File: config.mk
export PLATFORM = sky130hd
export DESIGN_NAME = chip_mode_controller
export DESIGN_NICKNAME = d
export VERILOG_FILES = /design/src/mode_ctrl_pkg.sv /design/src/qual_if.sv /design/src/chip_mode_controller.sv /design/src/reset_qualifier.sv
export SDC_FILE = /design/constraint.sdc
export NUM_CORES = 1
export LEC_CHECK = 0
export BUFFER_PORTS_ARGS = -buffer_cell sky130_fd_sc_hd__buf_4
export CAP_MARGIN = 20
export CORE_UTILIZATION = 48
export DETAILED_ROUTE_END_ITERATION = 6
export GPL_TIMING_DRIVEN = 0
export PLACE_DENSITY = 0.78
export SYNTH_ARGS = -nofsm -noshare
export SYNTH_HDL_FRONTEND = slang
export SYNTH_HIERARCHICAL = 1
export SYNTH_SLANG_ARGS = --single-unit
File: constraint.sdc
create_clock -name clock -period 1.9 [get_ports clock]
set_input_delay 0.095 -clock clock [delete_from_list [all_inputs] [get_ports clock]]
set_output_delay 0.095 -clock clock [all_outputs]
set_load 0.1 [all_outputs]
File: src/mode_ctrl_pkg.sv
// Constants and types shared by the chip mode controller files
`default_nettype none
package mode_ctrl_pkg;
  localparam int ADDR_W = 8;
  localparam int DATA_W = 8;
  localparam logic [ADDR_W-1:0] LOW_POWER_CONTROL_ADDR = 8'h00;
  localparam logic [ADDR_W-1:0] MODE_STATUS_ADDR = 8'h01;
  localparam int STOP_BIT = 0;
  localparam int STATUS_MODE_LSB = 0;
  localparam int STATUS_CPU_LSB = 2;
  localparam logic [DATA_W-1:0] DATA_ZERO = 8'h00;
  localparam logic [1:0] MODE_CODE_RESET = 2'h0;
  localparam logic [1:0] MODE_CODE_NORMAL = 2'h1;
  localparam logic [1:0] MODE_CODE_STOP = 2'h2;
  localparam logic [1:0] CPU_MODE_0 = 2'h0;
  localparam int RUN_CNT_W = 3;
  localparam logic [RUN_CNT_W-1:0] LOW_RUN = 3'h6;
  localparam logic [RUN_CNT_W-1:0] HIGH_RUN = 3'h5;
  localparam logic [RUN_CNT_W-1:0] RUN_ONE = 3'h1;
  localparam logic [RUN_CNT_W-1:0] RUN_NONE = 3'h0;
  typedef enum logic [1:0] {
    MODE_RESET,
    MODE_NORMAL,
    MODE_STOP
  } chip_mode_t;
endpackage : mode_ctrl_pkg
`default_nettype wire

File: src/qual_if.sv
// Link between the mode sequencer and the reset pin qualifier
`timescale 1ns/1ps
`default_nettype none
interface qual_if;
  logic mode0;
  logic hold;
  modport ctrl (output mode0, input hold);
  modport qual (input mode0, output hold);
endinterface : qual_if
`default_nettype wire

File: src/chip_mode_controller.sv
// Chip operating mode controller: reset, normal and system stop
//
// Notes on behaviour
// - Three modes: reset, normal, stop; normal may go to either other mode.
// - Reset mode halts serial, DMA and timers and clears their state.
// - Reset pin sampled on falling edge, rising edge in CPU mode 0.
// - Six successive low samples raise hold; reset mode follows one cycle later.
// - Five successive high samples leave reset and enter normal mode.
// - Reset mode floats upper address and data lines, outputs to defaults.
// - Reset mode drives wait high; other two-way lines become inputs.
// - Normal mode runs all units, allows interrupts and bus mastership.
// - Upper seven control bits read zero; software writes zeros.
// - Control bit zero: writing one enters stop, zero changes nothing.
// - Stop is entered in the same write that sets the stop bit.
// - Stopped device ignores register reads and writes until reset.
// - Stop withholds unit clocks; clock generator and reset logic run.
// - Stop disables the host bus interface entirely.
// - Stop is left only through reset mode, then normal follows.
// - Stop treats low address, busy, strobes as inputs; floats address, data.
// - Stop drives grant chain and wait high, releases interrupt, request by mode.
//
// The register offsets and the strobed register port were left to the implementer.
`timescale 1ns/1ps
`default_nettype none
module chip_mode_controller
  import mode_ctrl_pkg::*;
(
  // Clock and reset
  input wire logic clock,
  input wire logic reset,
  // Device pins
  input wire logic reset_pin_n,
  input wire logic host_mode_select_lo,
  input wire logic host_mode_select_hi,
  // Register port
  input wire logic [mode_ctrl_pkg::ADDR_W-1:0] reg_addr,
  input wire logic [mode_ctrl_pkg::DATA_W-1:0] reg_wdata,
  input wire logic reg_write,
  input wire logic reg_read,
  output logic [mode_ctrl_pkg::DATA_W-1:0] reg_rdata,
  // Unit control
  output logic serial_clock_en,
  output logic dma_clock_en,
  output logic timer_clock_en,
  output logic unit_reset,
  output logic irq_enable,
  output logic arbiter_enable,
  output logic bus_if_enable,
  // Pin state control
  output logic pin_override,
  output logic wait_out,
  output logic wait_oe,
  output logic bus_grant_chain_out,
  output logic bus_request_out,
  output logic int_oe,
  output logic addr_hi_oe_allow,
  output logic data_oe_allow,
  output logic ctrl_oe_allow,
  // Mode status
  output logic [1:0] chip_mode
);
  typedef struct packed {
    chip_mode_t mode;
    logic [1:0] msel_s1;
    logic [1:0] msel_s2;
    logic stop_req;
    logic [DATA_W-1:0] rdata;
    logic serial_clock_en;
    logic dma_clock_en;
    logic timer_clock_en;
    logic unit_reset;
    logic irq_enable;
    logic arbiter_enable;
    logic bus_if_enable;
    logic pin_override;
    logic wait_out;
    logic wait_oe;
    logic bus_grant_chain_out;
    logic bus_request_out;
    logic int_oe;
    logic addr_hi_oe_allow;
    logic data_oe_allow;
    logic ctrl_oe_allow;
    logic [1:0] chip_mode;
  } state_t;

  state_t q;
  state_t d;
  logic hold;
  logic mode0;
  logic mode0_d;
  logic write_lpc;
  logic [1:0] mode_code;

  qual_if qif ();

  reset_qualifier #(
    .LOW_COUNT(LOW_RUN),
    .HIGH_COUNT(HIGH_RUN)
  ) u_qual (
    .clock(clock),
    .reset(reset),
    .reset_pin_n(reset_pin_n),
    .qif(qif)
  );

  assign mode0 = (q.msel_s2 == CPU_MODE_0);
  assign qif.mode0 = mode0;
  assign hold = qif.hold;

  always_comb begin
    mode0_d = 1'b0;
    write_lpc = 1'b0;
    mode_code = MODE_CODE_RESET;
    d = q;
    // Mode select pins pass two flops
    d.msel_s1 = {host_mode_select_hi, host_mode_select_lo};
    d.msel_s2 = q.msel_s1;
    d.rdata = DATA_ZERO;
    write_lpc = reg_write && (reg_addr == LOW_POWER_CONTROL_ADDR);
    case (q.mode)
      MODE_RESET: begin
        d.stop_req = 1'b0;
        if (!hold) begin
          d.mode = MODE_NORMAL;
        end
      end
      MODE_NORMAL: begin
        if (hold) begin
          d.mode = MODE_RESET;
          d.stop_req = 1'b0;
        end else begin
          if (write_lpc && reg_wdata[STOP_BIT]) begin
            d.stop_req = 1'b1;
            d.mode = MODE_STOP;
          end
          if (reg_read) begin
            case (reg_addr)
              LOW_POWER_CONTROL_ADDR: begin
                d.rdata[STOP_BIT] = q.stop_req;
              end
              MODE_STATUS_ADDR: begin
                d.rdata[STATUS_MODE_LSB +: 2] = q.chip_mode;
                d.rdata[STATUS_CPU_LSB +: 2] = q.msel_s2;
              end
              default: begin
                d.rdata = DATA_ZERO;
              end
            endcase
          end
        end
      end
      MODE_STOP: begin
        // Register port is ignored here
        if (hold) begin
          d.mode = MODE_RESET;
          d.stop_req = 1'b0;
        end
      end
      default: begin
        d.mode = MODE_RESET;
      end
    endcase
    if (reset) begin
      d.mode = MODE_RESET;
      d.msel_s1 = CPU_MODE_0;
      d.msel_s2 = CPU_MODE_0;
      d.stop_req = 1'b0;
      d.rdata = DATA_ZERO;
    end
    mode0_d = (d.msel_s2 == CPU_MODE_0);
    case (d.mode)
      MODE_NORMAL: begin
        mode_code = MODE_CODE_NORMAL;
      end
      MODE_STOP: begin
        mode_code = MODE_CODE_STOP;
      end
      default: begin
        mode_code = MODE_CODE_RESET;
      end
    endcase
    d.chip_mode = mode_code;
    // Units run only in normal mode
    d.serial_clock_en = (d.mode == MODE_NORMAL);
    d.dma_clock_en = (d.mode == MODE_NORMAL);
    d.timer_clock_en = (d.mode == MODE_NORMAL);
    d.unit_reset = (d.mode == MODE_RESET);
    d.irq_enable = (d.mode == MODE_NORMAL);
    d.arbiter_enable = (d.mode == MODE_NORMAL);
    d.bus_if_enable = (d.mode == MODE_NORMAL);
    // Pin states outside normal mode
    d.pin_override = (d.mode != MODE_NORMAL);
    d.wait_out = 1'b1;
    d.wait_oe = (d.mode != MODE_NORMAL);
    d.bus_grant_chain_out = 1'b1;
    d.bus_request_out = !mode0_d;
    d.int_oe = 1'b0;
    d.addr_hi_oe_allow = (d.mode == MODE_NORMAL);
    d.data_oe_allow = (d.mode == MODE_NORMAL);
    d.ctrl_oe_allow = (d.mode == MODE_NORMAL);
  end

  always_ff @(posedge clock) begin
    q <= d;
  end

  assign reg_rdata = q.rdata;
  assign serial_clock_en = q.serial_clock_en;
  assign dma_clock_en = q.dma_clock_en;
  assign timer_clock_en = q.timer_clock_en;
  assign unit_reset = q.unit_reset;
  assign irq_enable = q.irq_enable;
  assign arbiter_enable = q.arbiter_enable;
  assign bus_if_enable = q.bus_if_enable;
  assign pin_override = q.pin_override;
  assign wait_out = q.wait_out;
  assign wait_oe = q.wait_oe;
  assign bus_grant_chain_out = q.bus_grant_chain_out;
  assign bus_request_out = q.bus_request_out;
  assign int_oe = q.int_oe;
  assign addr_hi_oe_allow = q.addr_hi_oe_allow;
  assign data_oe_allow = q.data_oe_allow;
  assign ctrl_oe_allow = q.ctrl_oe_allow;
  assign chip_mode = q.chip_mode;
endmodule : chip_mode_controller
`default_nettype wire

File: src/reset_qualifier.sv
// Reset pin sampler and run counters
`timescale 1ns/1ps
`default_nettype none
module reset_qualifier
  import mode_ctrl_pkg::*;
#(
  parameter logic [mode_ctrl_pkg::RUN_CNT_W-1:0] LOW_COUNT = mode_ctrl_pkg::LOW_RUN,
  parameter logic [mode_ctrl_pkg::RUN_CNT_W-1:0] HIGH_COUNT = mode_ctrl_pkg::HIGH_RUN
) (
  // Clock and reset
  input wire logic clock,
  input wire logic reset,
  // Reset pin
  input wire logic reset_pin_n,
  // Sequencer side
  qual_if.qual qif
);
  typedef struct packed {
    logic pos_s1;
    logic pos_s2;
    logic prev;
    logic [RUN_CNT_W-1:0] low_cnt;
    logic [RUN_CNT_W-1:0] high_cnt;
    logic hold;
  } state_t;
  typedef struct packed {
    logic s1;
    logic s2;
  } neg_t;

  state_t q;
  state_t d;
  neg_t nq;
  neg_t nd;
  logic smp;

  // Falling edge sampling path
  always_comb begin
    nd.s1 = reset_pin_n;
    nd.s2 = nq.s1;
    if (reset) begin
      nd = '1;
    end
  end

  always_ff @(negedge clock) begin
    nq <= nd;
  end

  // Pick the active edge sample
  assign smp = qif.mode0 ? q.pos_s2 : nq.s2;

  always_comb begin
    d = q;
    d.pos_s1 = reset_pin_n;
    d.pos_s2 = q.pos_s1;
    d.prev = smp;
    if (smp != q.prev) begin
      d.low_cnt = smp ? RUN_NONE : RUN_ONE;
      d.high_cnt = smp ? RUN_ONE : RUN_NONE;
    end else if (smp) begin
      if (q.high_cnt != HIGH_COUNT) begin
        d.high_cnt = q.high_cnt + RUN_ONE;
      end
    end else begin
      if (q.low_cnt != LOW_COUNT) begin
        d.low_cnt = q.low_cnt + RUN_ONE;
      end
    end
    if (d.low_cnt == LOW_COUNT) begin
      d.hold = 1'b1;
    end else if (d.high_cnt == HIGH_COUNT) begin
      d.hold = 1'b0;
    end
    if (reset) begin
      d = '{pos_s1: 1'b1, pos_s2: 1'b1, prev: 1'b1,
            low_cnt: RUN_NONE, high_cnt: RUN_NONE, hold: 1'b1};
    end
  end

  always_ff @(posedge clock) begin
    q <= d;
  end

  assign qif.hold = q.hold;
endmodule : reset_qualifier
`default_nettype wire

==> key figures <==
STA
  – Setup_tns: -1.76 ns
  – Hold violation count in the final report: 0
  – Final Max Slew Viols: 0
  – Final setup viols: 6
  – Setup ws final: -0.391 ns
  – RSZ-0062 raised after global routing: true
  – Layout Skew: slightly below 0.06 ns

Routing
  – Pre-Repair DR Iteration Count: 4
  – Detail Route Antenna Nets: 0
  – Drt total wl: 2560 um
  – Drt via density: about 4.8
  – Via count: between 1000 and 1500
  – Drt drc: 0
  – Post-DR wirelength/cell: about 12 um
  – 1st-iter DRT viols: 11

Synthesis
  – Mean Syn Cell Area: about 9.6 um^2
  – Seq cells post-synth: 28
  – Synth Flop Type: dfxtp_1
  – Post-Syn Instances: between 100 and 150
  – Yosys cell types: 42
  – Syn. warnings: 6
  – Async SR Flop Fraction: 0%
  – Post-synth EDFFs: 0
  – Sequential fraction of the synthesis area: 41.5%
  – Synth Cell Area: about 1400 um^2

Worst setup path
  – CP Class: flop to flop
  – R2r setup slk: -0.39 ns
  – CP Data Arrival Time: ~2.5 ns
  – Critical path startpoint category: flop
  – Crit-path max cell delay: about 0.32 ns
  – CP Buf/Inv Count: 0
  – Crit path max-delay family: compound AO/OA/AOI/OAI gates
  – Critical path required time: roughly 2.1 ns
  – Levels on crit path: 4
  – Crit path max fanout: 5
  – Reg-to-Reg End: u_qual/qif.hold
  – RR Startpoint: u_qual/nq[0]
  – Worst path slowest cell: o311a_1
  – R2R cell count: 4
  – Crit-path cells: mux2_4 -> o311a_1 -> o21ai_1 -> o211ai_1
  – Setup crit end kind: flop

Layout
  – Most frequent cells in the layout: buf_4 (58), dfxtp_1 (28), nor2_1 (9), inv_1 (8), conb_1 (7)
  – Final #Nets: roughly 220
  – Finished Cell Area: 1780 um^2
  – P&R area growth vs syn: 31.6%
  – Ant. Diodes: 0
  – Most common cell after layout, fill and taps aside: buf_4
  – Post-layout util: 69.2%
  – Layout cells sized above 1: ~44%

Global routing
  – Vias in the first global route: 950
  – Gr usage total: between 10% and 20%
  – Initial antenna violation count: 0
  – First-pass GRT wire length: just under 4000 um
  – Largest net degree at the start of global routing: 17
  – Grt total ovfl: 0

Worst hold path
  – Hold depth: 2
  – Hold Path Origin: reset
  – Hold WC Path Type: input port to flop
  – Hold Path End: unit_reset

Floorplan
  – # IOs: between 40 and 50
  – Initial core utilization: ~53%
  – Die width: ~55 um
  – Area of the core: 2570 um^2
  – Die Y: 55.1 um
  – Die area: a little over 3000 um^2
  – Num rows: 18

Placed design
  – Final GP Congestion: between 0.7 and 0.8
  – DP Wirelength: 1900 um
  – Dpl ws: -0.347 ns
  – Placed inst area: 1690 um^2
  – IO Port Bufs: 34

CTS
  – CTS tree: built
  – Number of H-tree levels: 1
  – CTS clk-pin slew, worst paths: around 0.15 ns
  – Worst-Skew Late Latency: approximately 0.38 ns
  – Clk root buf: clkbuf_4
  – Bufs on Longest Clock Path: 2
  – TritonCTS Sinks: 28
  – Total CTS buffers: 3
  – Cts repair resizes: 0

Power and ir drop
  – P per Cell Area: roughly 700 nW/um^2
  – Total Power: ~1.3 mW
  – Leak: between 0.8 and 0.9 nW
  – Maximum VDD drop: approximately 500 uV

Flow run
  – Max cap viols: 0

Run status
  – Failing checks: negative setup slack
  – Outcome: finished with violations
[cell families after synthesis]
kind of cell             count (synthesis)  synth area share (%)
XOR/XNOR                                 2                  1.30
AND/OR/NAND/NOR                         49                  23.9
adder cells (fa/ha/maj)                  5                  4.44
AO/OA/AOI/OAI                           20                  9.91
multiplexers                             3                  2.59
flip-flops                              28                  41.5
other                                    2                 0.556
buffers and inverters                   32                  15.8
[layer usage]
metal	up-vias	wire length, um	GRT usage, %
li1	544	-	-
met1	470	1060	20.5
met2	30	1310	35.7
met3	2	187	2.73
met4	0	14	3.75
met5	-	0	0
[how the worst max path moves through the flow]
stage	slack, ns	start	end
finish	-0.39	u_qual/nq[0]	u_qual/qif.hold
global route	-0.46	u_qual/nq[0]	u_qual/qif.hold
CTS	-0.37	u_qual/nq[0]	u_qual/qif.hold
detailed placement	-0.35	u_qual/nq[0]	u_qual/qif.hold
global placement	-0.32	u_qual/nq[0]	u_qual/qif.hold
floorplan	-0.26	u_qual/nq[0]	u_qual/qif.hold
[repair_timing]
action                                  4_1_cts  5_1_grt
hold endpoints to repair                      3        0
endpoints found under the setup margin        6        7
setup buffers                                 1        0
hold buffers                                  3        0
pin swaps                                     1        1
[stage by stage]
stage	std cells	hold slack (ns)
after floorplan	146	0.194
after global placement	210	0.292
after detailed placement	210	0.300
after CTS	219	0.0157
after global routing	219	0.0213
final	219	0.0233
[synthesized netlist by cell type, drive strengths merged (3+ instances only)]
| cell type | number | area [um^2] |
|---|---|---|
| or2 | 4 | 25.0 |
| and2b | 5 | 43.8 |
| nor2 | 9 | 33.8 |
| nor3 | 4 | 30.0 |
| inv | 7 | 26.3 |
| and2 | 4 | 25.0 |
| dfxtp | 28 | 561 |
| o21ai | 8 | 40.0 |
| nor2b | 3 | 18.8 |
| buf | 24 | 184 |
| ha | 4 | 50.1 |
| nand2 | 5 | 18.8 |
[where the power goes]
part | switching [mW] | internal [mW]
Sequential | 0.0173 | 0.610
Combinational | 0.193 | 0.0976
Clock | 0.183 | 0.166
[state kept, by name (all words and copies together) (netlist names)]
| name | flops |
|---|---|
| bus_request_out | 1 |
| u_qual/q | 9 |
| u_qual/nq | 2 |
| wait_oe | 1 |
| unit_reset | 1 |
| u_qual/qif.hold | 1 |
| reg_rdata | 4 |
| chip_mode | 1 |
| q | 7 |
| ctrl_oe_allow | 1 |
[final cells by class]
cell class                      count  area [um^2]
Clock inverter                      2         7.51
Inverter                            6         22.5
Buffer                             25          188
Sequential cell                    28          561
Tap cell                           30         37.5
Clock buffer                        4         47.5
Fill cell                         206          790
Multi-Input combinational cell     86          622
Timing Repair Buffer               38          293
[worst register-to-register path, stage by stage, from the launching register on]
cell and delay, ns:
dfxtp_1 0.30, mux2_4 0.31, o311a_1 0.32, o21ai_1 0.15, o211ai_1 0.10
(Power assumes the default switching activity.)
